<file path="config.mk">
export PLATFORM = sky130hd
export DESIGN_NAME = reset_config_load_sequencer
export DESIGN_NICKNAME = d
export VERILOG_FILES = /design/src/hw/reset_seq_pkg.sv /design/src/hw/image_ram.sv /design/src/hw/reset_config_load_sequencer.sv
export VERILOG_INCLUDE_DIRS = /design/src /design/src/hw
export SDC_FILE = /design/constraint.sdc
export NUM_CORES = 2
export LEC_CHECK = 0
export BUFFER_PORTS_ARGS = -buffer_cell sky130_fd_sc_hd__buf_2
export CELL_PAD_IN_SITES_DETAIL_PLACEMENT = 1
export CELL_PAD_IN_SITES_GLOBAL_PLACEMENT = 1
export CORE_MARGIN = 2
export CORE_UTILIZATION = 40
export CTS_CLUSTER_DIAMETER = 80
export DETAILED_ROUTE_END_ITERATION = 10
export GPL_TIMING_DRIVEN = 0
export PLACE_DENSITY_LB_ADDON = 0.08
export SYNTH_ARGS = -nofsm -noshare
export SYNTH_HDL_FRONTEND = slang
export SYNTH_HIERARCHICAL = 1
export SYNTH_SLANG_ARGS = --single-unit
</file>
<file path="constraint.sdc">
create_clock -name clk_in -period 14.25 [get_ports clk_in]
set_input_delay 0.7125 -clock clk_in [delete_from_list [all_inputs] [get_ports clk_in]]
set_output_delay 0.7125 -clock clk_in [all_outputs]
set_load 0.02 [all_outputs]
</file>
<file path="src/hw/reset_seq_cfg.svh">
// Constants of the reset configuration sequencer: timing counts and search ranges.
// Assumes a 200 MHz core clock and a sequence that starts at master reset release.
// How it works
// - Found update loads, applies, restarts sequence
// - Latched GPIO picks OTP config, EEPROM searched after it when enabled
// - Report OTP load error or loaded number
// - OTP writes only listed registers in image
// - Feedback divider set starts parallel PLL calibration
// - Reconfigure slave port protocols as OTP writes land
// - EEPROM block applied only when checksum passes
// - Search all addresses until block applied
// - Hotfix copied and run after EEPROM search
// - Recalibrate PLL when any configuration loaded
// - Completion enables ports, image, outputs, monitors, alarms
// - Complete with defaults; expose failure status bits
// - Capture GPIO levels at reset release
// - Try addresses 1010000-1010111 at three rates
// - Check blocks at offsets 0x0000 and 0xF000
// - Build default register image before loading
`ifndef RESET_SEQ_CFG_SVH
`define RESET_SEQ_CFG_SVH
`define CLK_MHZ 200
`define EE_ADDR_FIRST 7'h50
`define EE_ADDR_LAST 7'h57
`define EE_OFS_LOW 16'h0000
`define EE_OFS_HIGH 16'hF000
`define IMAGE_DEPTH 256
`define IMAGE_AW 8
`define WAIT_NO_EE_MS 15
`define WAIT_NO_ANSWER_MS 150
`define WAIT_FACTOR_NUM 115
`define WAIT_FACTOR_DEN 100
`define WAIT_PER_256 2342
`define WAIT_FIXED 2250
// Register image addresses that steer the sequence
`define IMG_APLL_FB 8'h10
`define IMG_SER0_PROTO 8'h20
`define IMG_SER1_PROTO 8'h21
`endif

</file>
<file path="src/hw/reset_seq_pkg.sv">
// Types shared by the reset configuration sequencer files.
// Assumes the constants header is compiled alongside.
package reset_seq_pkg;
  typedef enum logic [1:0] {RATE_1M, RATE_400K, RATE_100K} ee_rate_e;
  typedef struct packed {
    logic otp_missing;
    logic otp_bad_sum;
    logic ee_none;
    logic ee_bad_block;
    logic ee_no_config;
  } fail_s;
  typedef struct packed {
    logic ports_en;
    logic image_applied;
    logic outputs_en;
    logic monitors_en;
    logic alarms_en;
  } enable_s;
  typedef struct packed {
    logic we;
    logic [7:0] addr;
    logic [7:0] data;
  } img_wr_s;
endpackage

</file>
<file path="src/hw/image_ram.sv">
// Register image memory: one write port, registered read data.
// Assumes writes and reads arrive from the sequencer's single clock.
`timescale 1ns/1ps
`include "reset_seq_cfg.svh"
module image_ram
  import reset_seq_pkg::*;
(
  input wire logic clk_in, // Core clock
  input wire img_wr_s wr_in, // Write request
  input wire logic [7:0] rd_addr_in, // Read address
  output logic [7:0] rd_data_out // Read data, one cycle later
);
  logic [7:0] mem [0:`IMAGE_DEPTH-1];
  logic [7:0] rd_data_r;
  always_ff @(posedge clk_in) begin
    if (wr_in.we) begin
      mem[wr_in.addr] <= wr_in.data;
    end
    rd_data_r <= mem[rd_addr_in];
  end
  assign rd_data_out = rd_data_r;
endmodule

</file>
<file path="src/hw/reset_config_load_sequencer.sv">
// Reset configuration load sequencer: OTP and EEPROM loading, hotfix, completion.
// Assumes OTP and EEPROM engines answer with single-cycle done pulses on this clock.
//
// Decided for this implementation: the placing of the registers and strobed register access.
`timescale 1ns/1ps
`include "reset_seq_cfg.svh"
module reset_config_load_sequencer
  import reset_seq_pkg::*;
(
  input wire logic clk_in, // Core clock 200 MHz
  input wire logic rst_b_in, // Async master reset, low
  input wire logic [3:0] gpio_pins_in, // GPIO pins, asynchronous
  input wire logic update_scan_en_in, // Update scanning enabled
  input wire logic ee_search_en_in, // EEPROM search enabled
  output logic ee_req_out, // Probe or read request to EEPROM engine
  output logic [6:0] ee_dev_addr_out, // EEPROM bus address
  output ee_rate_e ee_rate_out, // Master bus rate
  output logic [15:0] ee_offset_out, // Block offset inside EEPROM
  output logic ee_want_update_out, // Request is for update block
  input wire logic ee_done_in, // Engine finished request, pulse
  input wire logic ee_ack_in, // Device answered
  input wire logic ee_found_in, // Header of wanted kind found
  input wire logic ee_sum_ok_in, // Checksum passed
  input wire img_wr_s ee_wr_in, // Image write from EEPROM stream
  output logic otp_req_out, // OTP config lookup request
  output logic [3:0] otp_cfg_num_out, // Requested configuration number
  input wire logic otp_done_in, // OTP lookup finished, pulse
  input wire logic otp_found_in, // Config present
  input wire logic otp_sum_ok_in, // Config checksum passed
  input wire img_wr_s otp_wr_in, // Image write from OTP stream
  input wire logic hotfix_present_in, // OTP holds a hotfix
  output logic hotfix_run_out, // Hotfix copy and run request
  input wire logic hotfix_done_in, // Hotfix finished, pulse
  output logic update_apply_out, // Apply loaded functional update
  output logic apll_cal_out, // Start PLL calibration, pulse
  output logic apll_lock_xtal_out, // Lock PLL to crystal_ref_input
  input wire logic apll_locked_in, // PLL calibrated and locked
  output logic [1:0] port_proto_out, // Slave port protocol, 1 is SPI
  output enable_s enables_out, // Completion enables
  output logic seq_done_out, // Sequence finished
  output fail_s fail_out, // Failure status bits
  output logic otp_loaded_out, // OTP configuration applied
  output logic [3:0] otp_loaded_num_out, // Applied configuration number
  input wire logic [7:0] img_rd_addr_in, // Image read address
  output logic [7:0] img_rd_data_out // Image read data
);
  // ************************************************************
  // Sequencer state
  // ************************************************************
  typedef enum logic [3:0] {
    S_CLEAR, S_UPD_SCAN, S_UPD_WAIT, S_OTP, S_OTP_WAIT, S_PROTO,
    S_EE_REQ, S_EE_WAIT, S_HOTFIX, S_HF_WAIT, S_CAL, S_CAL_WAIT,
    S_EN_PORTS, S_EN_IMAGE, S_EN_MON, S_DONE
  } seq_e;

  function automatic logic last_addr(input logic [6:0] a);
    last_addr = (a == `EE_ADDR_LAST);
  endfunction

  seq_e state_r, state_nxt;
  logic [3:0] gpio_s1_r, gpio_s2_r, gpio_lat_r, gpio_lat_nxt;
  logic latched_r, latched_nxt;
  logic [6:0] addr_r, addr_nxt;
  ee_rate_e rate_r, rate_nxt;
  logic ofs_hi_r, ofs_hi_nxt;
  logic update_phase_r, update_phase_nxt;
  logic any_ack_r, any_ack_nxt;
  logic cfg_loaded_r, cfg_loaded_nxt;
  logic fb_written_r, fb_written_nxt;
  logic [7:0] clr_addr_r, clr_addr_nxt;
  logic [1:0] proto_r, proto_nxt;
  fail_s fail_r, fail_nxt;
  enable_s en_r, en_nxt;
  logic otp_loaded_r, otp_loaded_nxt;
  logic [3:0] otp_num_r, otp_num_nxt;
  logic apll_cal_r, apll_cal_nxt;
  logic lock_r, lock_nxt;
  img_wr_s wr;
  logic [7:0] rd_addr;
  logic [7:0] rd_data;

  // ************************************************************
  // GPIO capture
  // ************************************************************
  // No reset, so the held pin levels are through both stages at release
  always_ff @(posedge clk_in) begin
    gpio_s1_r <= gpio_pins_in;
    gpio_s2_r <= gpio_s1_r;
  end

  // ************************************************************
  // Next state
  // ************************************************************
  always_comb begin
    state_nxt = state_r;
    gpio_lat_nxt = gpio_lat_r;
    latched_nxt = latched_r;
    addr_nxt = addr_r;
    rate_nxt = rate_r;
    ofs_hi_nxt = ofs_hi_r;
    update_phase_nxt = update_phase_r;
    any_ack_nxt = any_ack_r;
    cfg_loaded_nxt = cfg_loaded_r;
    fb_written_nxt = fb_written_r;
    clr_addr_nxt = clr_addr_r;
    proto_nxt = proto_r;
    fail_nxt = fail_r;
    en_nxt = en_r;
    otp_loaded_nxt = otp_loaded_r;
    otp_num_nxt = otp_num_r;
    apll_cal_nxt = 1'b0;
    lock_nxt = lock_r;
    wr = '0;
    // Caught once, first clock after release, so it never reads a port at reset
    if (!latched_r) begin
      gpio_lat_nxt = gpio_s2_r;
      latched_nxt = 1'b1;
    end
    unique case (state_r)
      S_CLEAR: begin
        wr.we = 1'b1;
        wr.addr = clr_addr_r;
        wr.data = 8'h00;
        clr_addr_nxt = clr_addr_r + 8'h01;
        if (clr_addr_r == 8'hFF) begin
          state_nxt = (update_scan_en_in && ee_search_en_in) ? S_UPD_SCAN : S_OTP;
          addr_nxt = `EE_ADDR_FIRST;
          rate_nxt = RATE_1M;
          update_phase_nxt = 1'b1;
          any_ack_nxt = 1'b0;
        end
      end
      S_UPD_SCAN: state_nxt = S_UPD_WAIT;
      S_UPD_WAIT: begin
        if (ee_done_in) begin
          if (ee_ack_in) begin
            any_ack_nxt = 1'b1;
          end
          if (ee_ack_in && ee_found_in && ee_sum_ok_in) begin
            // Restart from the top keeps all sequence state honest
            state_nxt = S_CLEAR;
            clr_addr_nxt = 8'h00;
          end else if (!last_addr(addr_r)) begin
            addr_nxt = addr_r + 7'h01;
            state_nxt = S_UPD_SCAN;
          end else begin
            state_nxt = S_OTP;
          end
        end
      end
      S_OTP: state_nxt = S_OTP_WAIT;
      S_OTP_WAIT: begin
        if (otp_wr_in.we) begin
          wr = otp_wr_in;
          if (otp_wr_in.addr == `IMG_APLL_FB) begin
            fb_written_nxt = 1'b1;
          end
          if (otp_wr_in.addr == `IMG_SER0_PROTO) begin
            proto_nxt[0] = otp_wr_in.data[0];
          end
          if (otp_wr_in.addr == `IMG_SER1_PROTO) begin
            proto_nxt[1] = otp_wr_in.data[0];
          end
        end
        if (otp_done_in) begin
          if (otp_found_in && otp_sum_ok_in) begin
            otp_loaded_nxt = 1'b1;
            otp_num_nxt = gpio_lat_r;
            cfg_loaded_nxt = 1'b1;
            state_nxt = S_PROTO;
          end else begin
            fail_nxt.otp_missing = !otp_found_in;
            fail_nxt.otp_bad_sum = otp_found_in;
            state_nxt = S_PROTO;
          end
        end
      end
      S_PROTO: begin
        apll_cal_nxt = fb_written_r;
        state_nxt = ee_search_en_in ? S_EE_REQ : S_HOTFIX;
        addr_nxt = `EE_ADDR_FIRST;
        rate_nxt = RATE_1M;
        ofs_hi_nxt = 1'b0;
        update_phase_nxt = 1'b0;
        any_ack_nxt = 1'b0;
      end
      S_EE_REQ: state_nxt = S_EE_WAIT;
      S_EE_WAIT: begin
        if (ee_wr_in.we && ee_sum_ok_in) begin
          wr = ee_wr_in;
        end
        if (ee_done_in) begin
          state_nxt = S_EE_REQ;
          if (ee_ack_in) begin
            any_ack_nxt = 1'b1;
          end
          if (ee_ack_in && ee_found_in && ee_sum_ok_in) begin
            cfg_loaded_nxt = 1'b1;
            state_nxt = S_HOTFIX;
          end else if (ee_ack_in && !ofs_hi_r) begin
            if (ee_found_in) begin
              fail_nxt.ee_bad_block = 1'b1;
            end
            ofs_hi_nxt = 1'b1;
          end else begin
            if (ee_ack_in && ee_found_in) begin
              fail_nxt.ee_bad_block = 1'b1;
            end
            ofs_hi_nxt = 1'b0;
            if (!last_addr(addr_r)) begin
              addr_nxt = addr_r + 7'h01;
            end else if (!any_ack_r && !ee_ack_in && rate_r != RATE_100K) begin
              addr_nxt = `EE_ADDR_FIRST;
              rate_nxt = (rate_r == RATE_1M) ? RATE_400K : RATE_100K;
            end else begin
              fail_nxt.ee_none = !(any_ack_r || ee_ack_in);
              fail_nxt.ee_no_config = 1'b1;
              state_nxt = S_HOTFIX;
            end
          end
        end
      end
      S_HOTFIX: state_nxt = hotfix_present_in ? S_HF_WAIT : S_CAL;
      S_HF_WAIT: begin
        if (hotfix_done_in) begin
          state_nxt = S_CAL;
        end
      end
      S_CAL: begin
        apll_cal_nxt = cfg_loaded_r;
        lock_nxt = cfg_loaded_r;
        state_nxt = cfg_loaded_r ? S_CAL_WAIT : S_EN_PORTS;
      end
      S_CAL_WAIT: begin
        // Lock seen beside the pulse is stale, the PLL has not started yet
        if (apll_locked_in && !apll_cal_r) begin
          state_nxt = S_EN_PORTS;
        end
      end
      S_EN_PORTS: begin
        en_nxt.ports_en = 1'b1;
        state_nxt = S_EN_IMAGE;
      end
      S_EN_IMAGE: begin
        en_nxt.image_applied = 1'b1;
        en_nxt.outputs_en = 1'b1;
        state_nxt = S_EN_MON;
      end
      S_EN_MON: begin
        en_nxt.monitors_en = 1'b1;
        state_nxt = S_DONE;
      end
      S_DONE: en_nxt.alarms_en = 1'b1;
    endcase
  end

  always_ff @(posedge clk_in or negedge rst_b_in) begin
    if (!rst_b_in) begin
      state_r <= S_CLEAR;
      gpio_lat_r <= 4'h0;
      latched_r <= 1'b0;
      addr_r <= 7'h00;
      rate_r <= RATE_1M;
      ofs_hi_r <= 1'b0;
      update_phase_r <= 1'b0;
      any_ack_r <= 1'b0;
      cfg_loaded_r <= 1'b0;
      fb_written_r <= 1'b0;
      clr_addr_r <= 8'h00;
      proto_r <= 2'h0;
      fail_r <= '0;
      en_r <= '0;
      otp_loaded_r <= 1'b0;
      otp_num_r <= 4'h0;
      apll_cal_r <= 1'b0;
      lock_r <= 1'b0;
    end else begin
      state_r <= state_nxt;
      gpio_lat_r <= gpio_lat_nxt;
      latched_r <= latched_nxt;
      addr_r <= addr_nxt;
      rate_r <= rate_nxt;
      ofs_hi_r <= ofs_hi_nxt;
      update_phase_r <= update_phase_nxt;
      any_ack_r <= any_ack_nxt;
      cfg_loaded_r <= cfg_loaded_nxt;
      fb_written_r <= fb_written_nxt;
      clr_addr_r <= clr_addr_nxt;
      proto_r <= proto_nxt;
      fail_r <= fail_nxt;
      en_r <= en_nxt;
      otp_loaded_r <= otp_loaded_nxt;
      otp_num_r <= otp_num_nxt;
      apll_cal_r <= apll_cal_nxt;
      lock_r <= lock_nxt;
    end
  end

  // ************************************************************
  // Register image and outputs
  // ************************************************************
  assign rd_addr = img_rd_addr_in;
  image_ram u_image (
    .clk_in(clk_in),
    .wr_in(wr),
    .rd_addr_in(rd_addr),
    .rd_data_out(rd_data)
  );
  assign img_rd_data_out = rd_data;

  assign ee_req_out = (state_r == S_EE_REQ) || (state_r == S_UPD_SCAN);
  assign ee_dev_addr_out = addr_r;
  assign ee_rate_out = rate_r;
  assign ee_offset_out = ofs_hi_r ? `EE_OFS_HIGH : `EE_OFS_LOW;
  assign ee_want_update_out = update_phase_r;
  assign otp_req_out = (state_r == S_OTP);
  assign otp_cfg_num_out = gpio_lat_r;
  assign hotfix_run_out = (state_r == S_HF_WAIT);
  assign update_apply_out = (state_r == S_UPD_WAIT) && ee_done_in && ee_ack_in
                            && ee_found_in && ee_sum_ok_in;
  assign apll_cal_out = apll_cal_r;
  assign apll_lock_xtal_out = lock_r;
  assign port_proto_out = proto_r;
  assign enables_out = en_r;
  // Ports stay deaf until the first completion step has run
  assign seq_done_out = en_r.alarms_en;
  assign fail_out = fail_r;
  assign otp_loaded_out = otp_loaded_r;
  assign otp_loaded_num_out = otp_num_r;
endmodule

</file>
==> summary.md <==
| Metric | Value |
|---|---|
| Placed Area | 87640 µm² |
| Asr flop ratio synth | 0.02319 |
| Period Utilization, post-route | 0.4588 |
| Vias in the first global route | 45032 |
| Max Slew Vio Count | 11 |
| Area Overhead vs Synth | 14.52% |
| Initial antenna violation count | 20 |
| Post-layout minimum cycle time | around 6.5 ns |
| Clock sinks | 2113 |
| Post-synthesis xor/xnor area fraction | 0.0007405 |
| Core ar. | between 200000 and 250000 µm² |
| FP Rows | 166 |
| Mapped Area | 82790 µm² |
| Clock latency on the worst-skew pair | 0.87 ns |
| HP Class | in -> async |
| Largest net degree at the start of global routing | 81 |
| Worst-margin pin slew | between 1.5 and 2 ns |
| Starting Density | 0.4035 |
| Commonest non-fill, non-tap cell in the layout | edfxtp_1 |
| Max_cap viols | 1 |
| PD cells | approximately 150 nW/µm² |
| Synth warn | 6 |
| Fmax | 153.0 MHz |
| Post-synthesis adder-cell area fraction | 0.0003023 |
| Final setup vio count | 0 |
| Post-synth EDFFs | 2048 |
| Post-route ant nets | 0 |
| WP data required | ~15 ns |
| Mapped Avg Cell Area | 20.35 µm² |
| DRC | 0 |
| Worst Skew | 0.04147 ns |
| Overall routing resource usage | 0.2692 |
| Leak | 30.50 nW |
| Mapped Cells | 4069 |
| Post_cts resized | 0 |
| Root buf cell | clkbuf_16 |
| Yosys cell types | 81 |
| Post-detail-place hpwl | 193900 µm |
| #FFs+latches synth | 2113 |
| R2r setup slk | 7.71 ns |
| Crit Reg-Reg Endpoint | u_image/mem[142][1]$_DFFE_PP_ |
| Port Buf Inserts | 107 |
| Unrepaired setup endpoints after global routing | false |
| Setup TNS | 0 ns |
| Layout cells sized above 1 | 0.2404 |
| Post-Synth Simple-Gate Area | 0.03298 |
| Relative max-transition margin | -0.02605 |
| Critical R2R Launch | state_r[0]$_DFFE_PN0P_ |
| Worst IR drop on VDD | 0.1254 mV |
| Chip Height | 459.0 µm |
| Most used DFF post-synth | edfxtp_1 |
| Crit start category | register |
| Final Hold Fails | 0 |
| CP Data Arrival Time | roughly 7.0 ns |
| Commonest cells after routing, fill and taps aside | edfxtp_1, mux4_2, nor2_1 |
| Die width | approximately 460 µm |
| Final nets | 4513 |
| I/O Pins | 122 |
| Failing checks | max-capacitance violations, max-slew violations |
| DR WL/cell | 38.70 µm |
| Clock buffer count from CTS | roughly 220 |
| Post-synthesis mux area share | 0.1426 |
| Sequential-to-total area share from yosys stat | 0.7615 |
| Overflow after GRT | 0 |
| Filler instances | 18839 |
| Post-synthesis compound-gate area fraction | 0.04079 |
| CTS tree | built |
| Crit Path Class | reg -> reg |
| Largest family of logic cells by synthesized area | multiplexers |
| 1st-pass router iterations | 6 |
| Worst setup EP type | register |
| Final WL | 283800 µm |
| Status | complete, but fails checks |
| H-tree levels | 4 |
| First-pass GRT wire length | about 390000 µm |
| Critical Path Fanout Max | 10 |
| Vias per cell | 6.059 |
| Vias | 44432 |
| Starting DRT DRC Count | 5356 |
| Routability cong. | 0.9191 |
| Clock transition at the registers of the reported paths | 0.06 ns |
| Clock Path Buffers | 3 |
| Final instance area | 94810 µm² |
| Die area | approximately 210000 µm² |
| Reg2reg path depth | 14 |
registers in the layout, summed over array words and instances (netlist names), 2 cells and up:
name and cells:
clr_addr_r 8, ee_dev_addr_out 7, ee_rate_out 2, enables_out 3, fail_out 5, gpio_s1_r 4
gpio_s2_r 4, otp_cfg_num_out 4, otp_loaded_num_out 4, port_proto_out 2, state_r 4, u_image/mem 2048
u_image/rd_data_out 8
cell usage after synthesis, drive strengths merged (8+ instances only):
cell	instances	area (µm²)
nand2	53	198.9
mux2i	137	1371
o21ai	29	145.1
buf	154	1240
or2	8	50.05
clkbuf	115	431.7
a211oi	17	127.6
mux4	456	10280
edfxtp	2048	61500
dfrtp	49	1226
a222oi	8	80.08
and2	9	58.81
nor3	32	165.2
nand4	15	93.84
nor2b	37	234.0
nand3	45	225.2
inv	17	63.81
nand2b	15	93.84
a31oi	8	50.05
a22oi	134	1006
o211ai	15	112.6
nor4	32	225.2
o22ai	32	200.2
a221oi	16	152.7
mux2	14	157.7
a21oi	107	539.3
o221ai	47	417.9
dfxtp	16	320.3
a22o	18	157.7
nor2	306	1149
how the worst max path moves through the flow:
stage                           start                             to  slack, ns
2_1_floorplan  state_r[3]$_DFFE_PN0P_    u_image/mem[0][0]$_DFFE_PP_       8.67
3_3_place_gp   state_r[3]$_DFFE_PN0P_  u_image/mem[108][1]$_DFFE_PP_       2.85
3_5_place_dp   state_r[3]$_DFFE_PN0P_  u_image/mem[142][1]$_DFFE_PP_       7.99
4_1_cts        state_r[3]$_DFFE_PN0P_  u_image/mem[142][1]$_DFFE_PP_       7.94
5_1_grt        state_r[0]$_DFFE_PN0P_  u_image/mem[142][1]$_DFFE_PP_       7.56
6_report       state_r[0]$_DFFE_PN0P_  u_image/mem[142][1]$_DFFE_PP_       7.71
per-layer routing:
layer,track usage,share of wire
met1,0.3791,0.42
met2,0.4193,0.47
met3,0.04831,0.071
met4,0.1023,0.039
met5,0,0.000070
repair_timing:
item,in CTS,in global routing
buffers inserted,0,0
endpoints found under the hold margin,4,0
hold buffers,4,0
endpoints found under the setup margin,0,0
cell type report:
class	count	area, µm²	share of cell area
antenna	7	17.52	0.0001848
buffer	269	1708	0.01801
clock buffer	285	5874	0.06196
clock inverter	127	1211	0.01277
inverter	18	67.56	0.0007126
multi-input combinational	1680	18160	0.1915
sequential	2113	63050	0.6650
tap	2688	3363	0.03547
timing repair buffer	146	1366	0.01441
critical path: stages, from the launching register on:
cell and delay (ns):
dfrtp_1 0.43, buf_2 0.27, nand2_1 0.18, nor2_1 0.29, and3_1 0.21, clkbuf_1 0.29
buf_2 0.39, a222oi_1 0.17, inv_1 0.10, clkbuf_1 0.55, nor2b_1 0.21, clkbuf_1 0.53
nand4_1 0.73, clkbuf_2 0.80, nor2_1 0.96
report_power, final:
group	switching, mW	internal, mW
Clock	2.47	3.22
Combinational	1.00	0.405
Sequential	0.0449	6.98
metrics by stage:
step | worst slack (ns) | util | power (mW) | hold WS [ns] | instances
floorplan | 8.668 | - | 7.922 | 0.3096 | 4080
global placement | 2.847 | 0.4227 | 8.595 | 0.3128 | 6875
detailed placement | 7.995 | 0.4271 | 8.554 | 0.3157 | 6909
CTS | 7.944 | 0.4618 | 14.23 | 0.04059 | 7325
global route | 7.562 | 0.4620 | 14.52 | 0.08091 | 7328
finish | 7.713 | 0.4620 | 14.13 | 0.1108 | 7333
kinds of logic (layout without fill, tap and decap cells):
kind of cell               after synthesis  in the layout
adders and majority gates                2              2
AOI/OAI and AO/OA                      472            472
buffers and inverters                  287            845
other                                    2             20
and+or+nand+nor                        579            579
DFF                                   2113           2113
muxes                                  607            607
xor gates and xnor gates                 7              7
No activity file was read; power rests on OpenSTA's default activity.
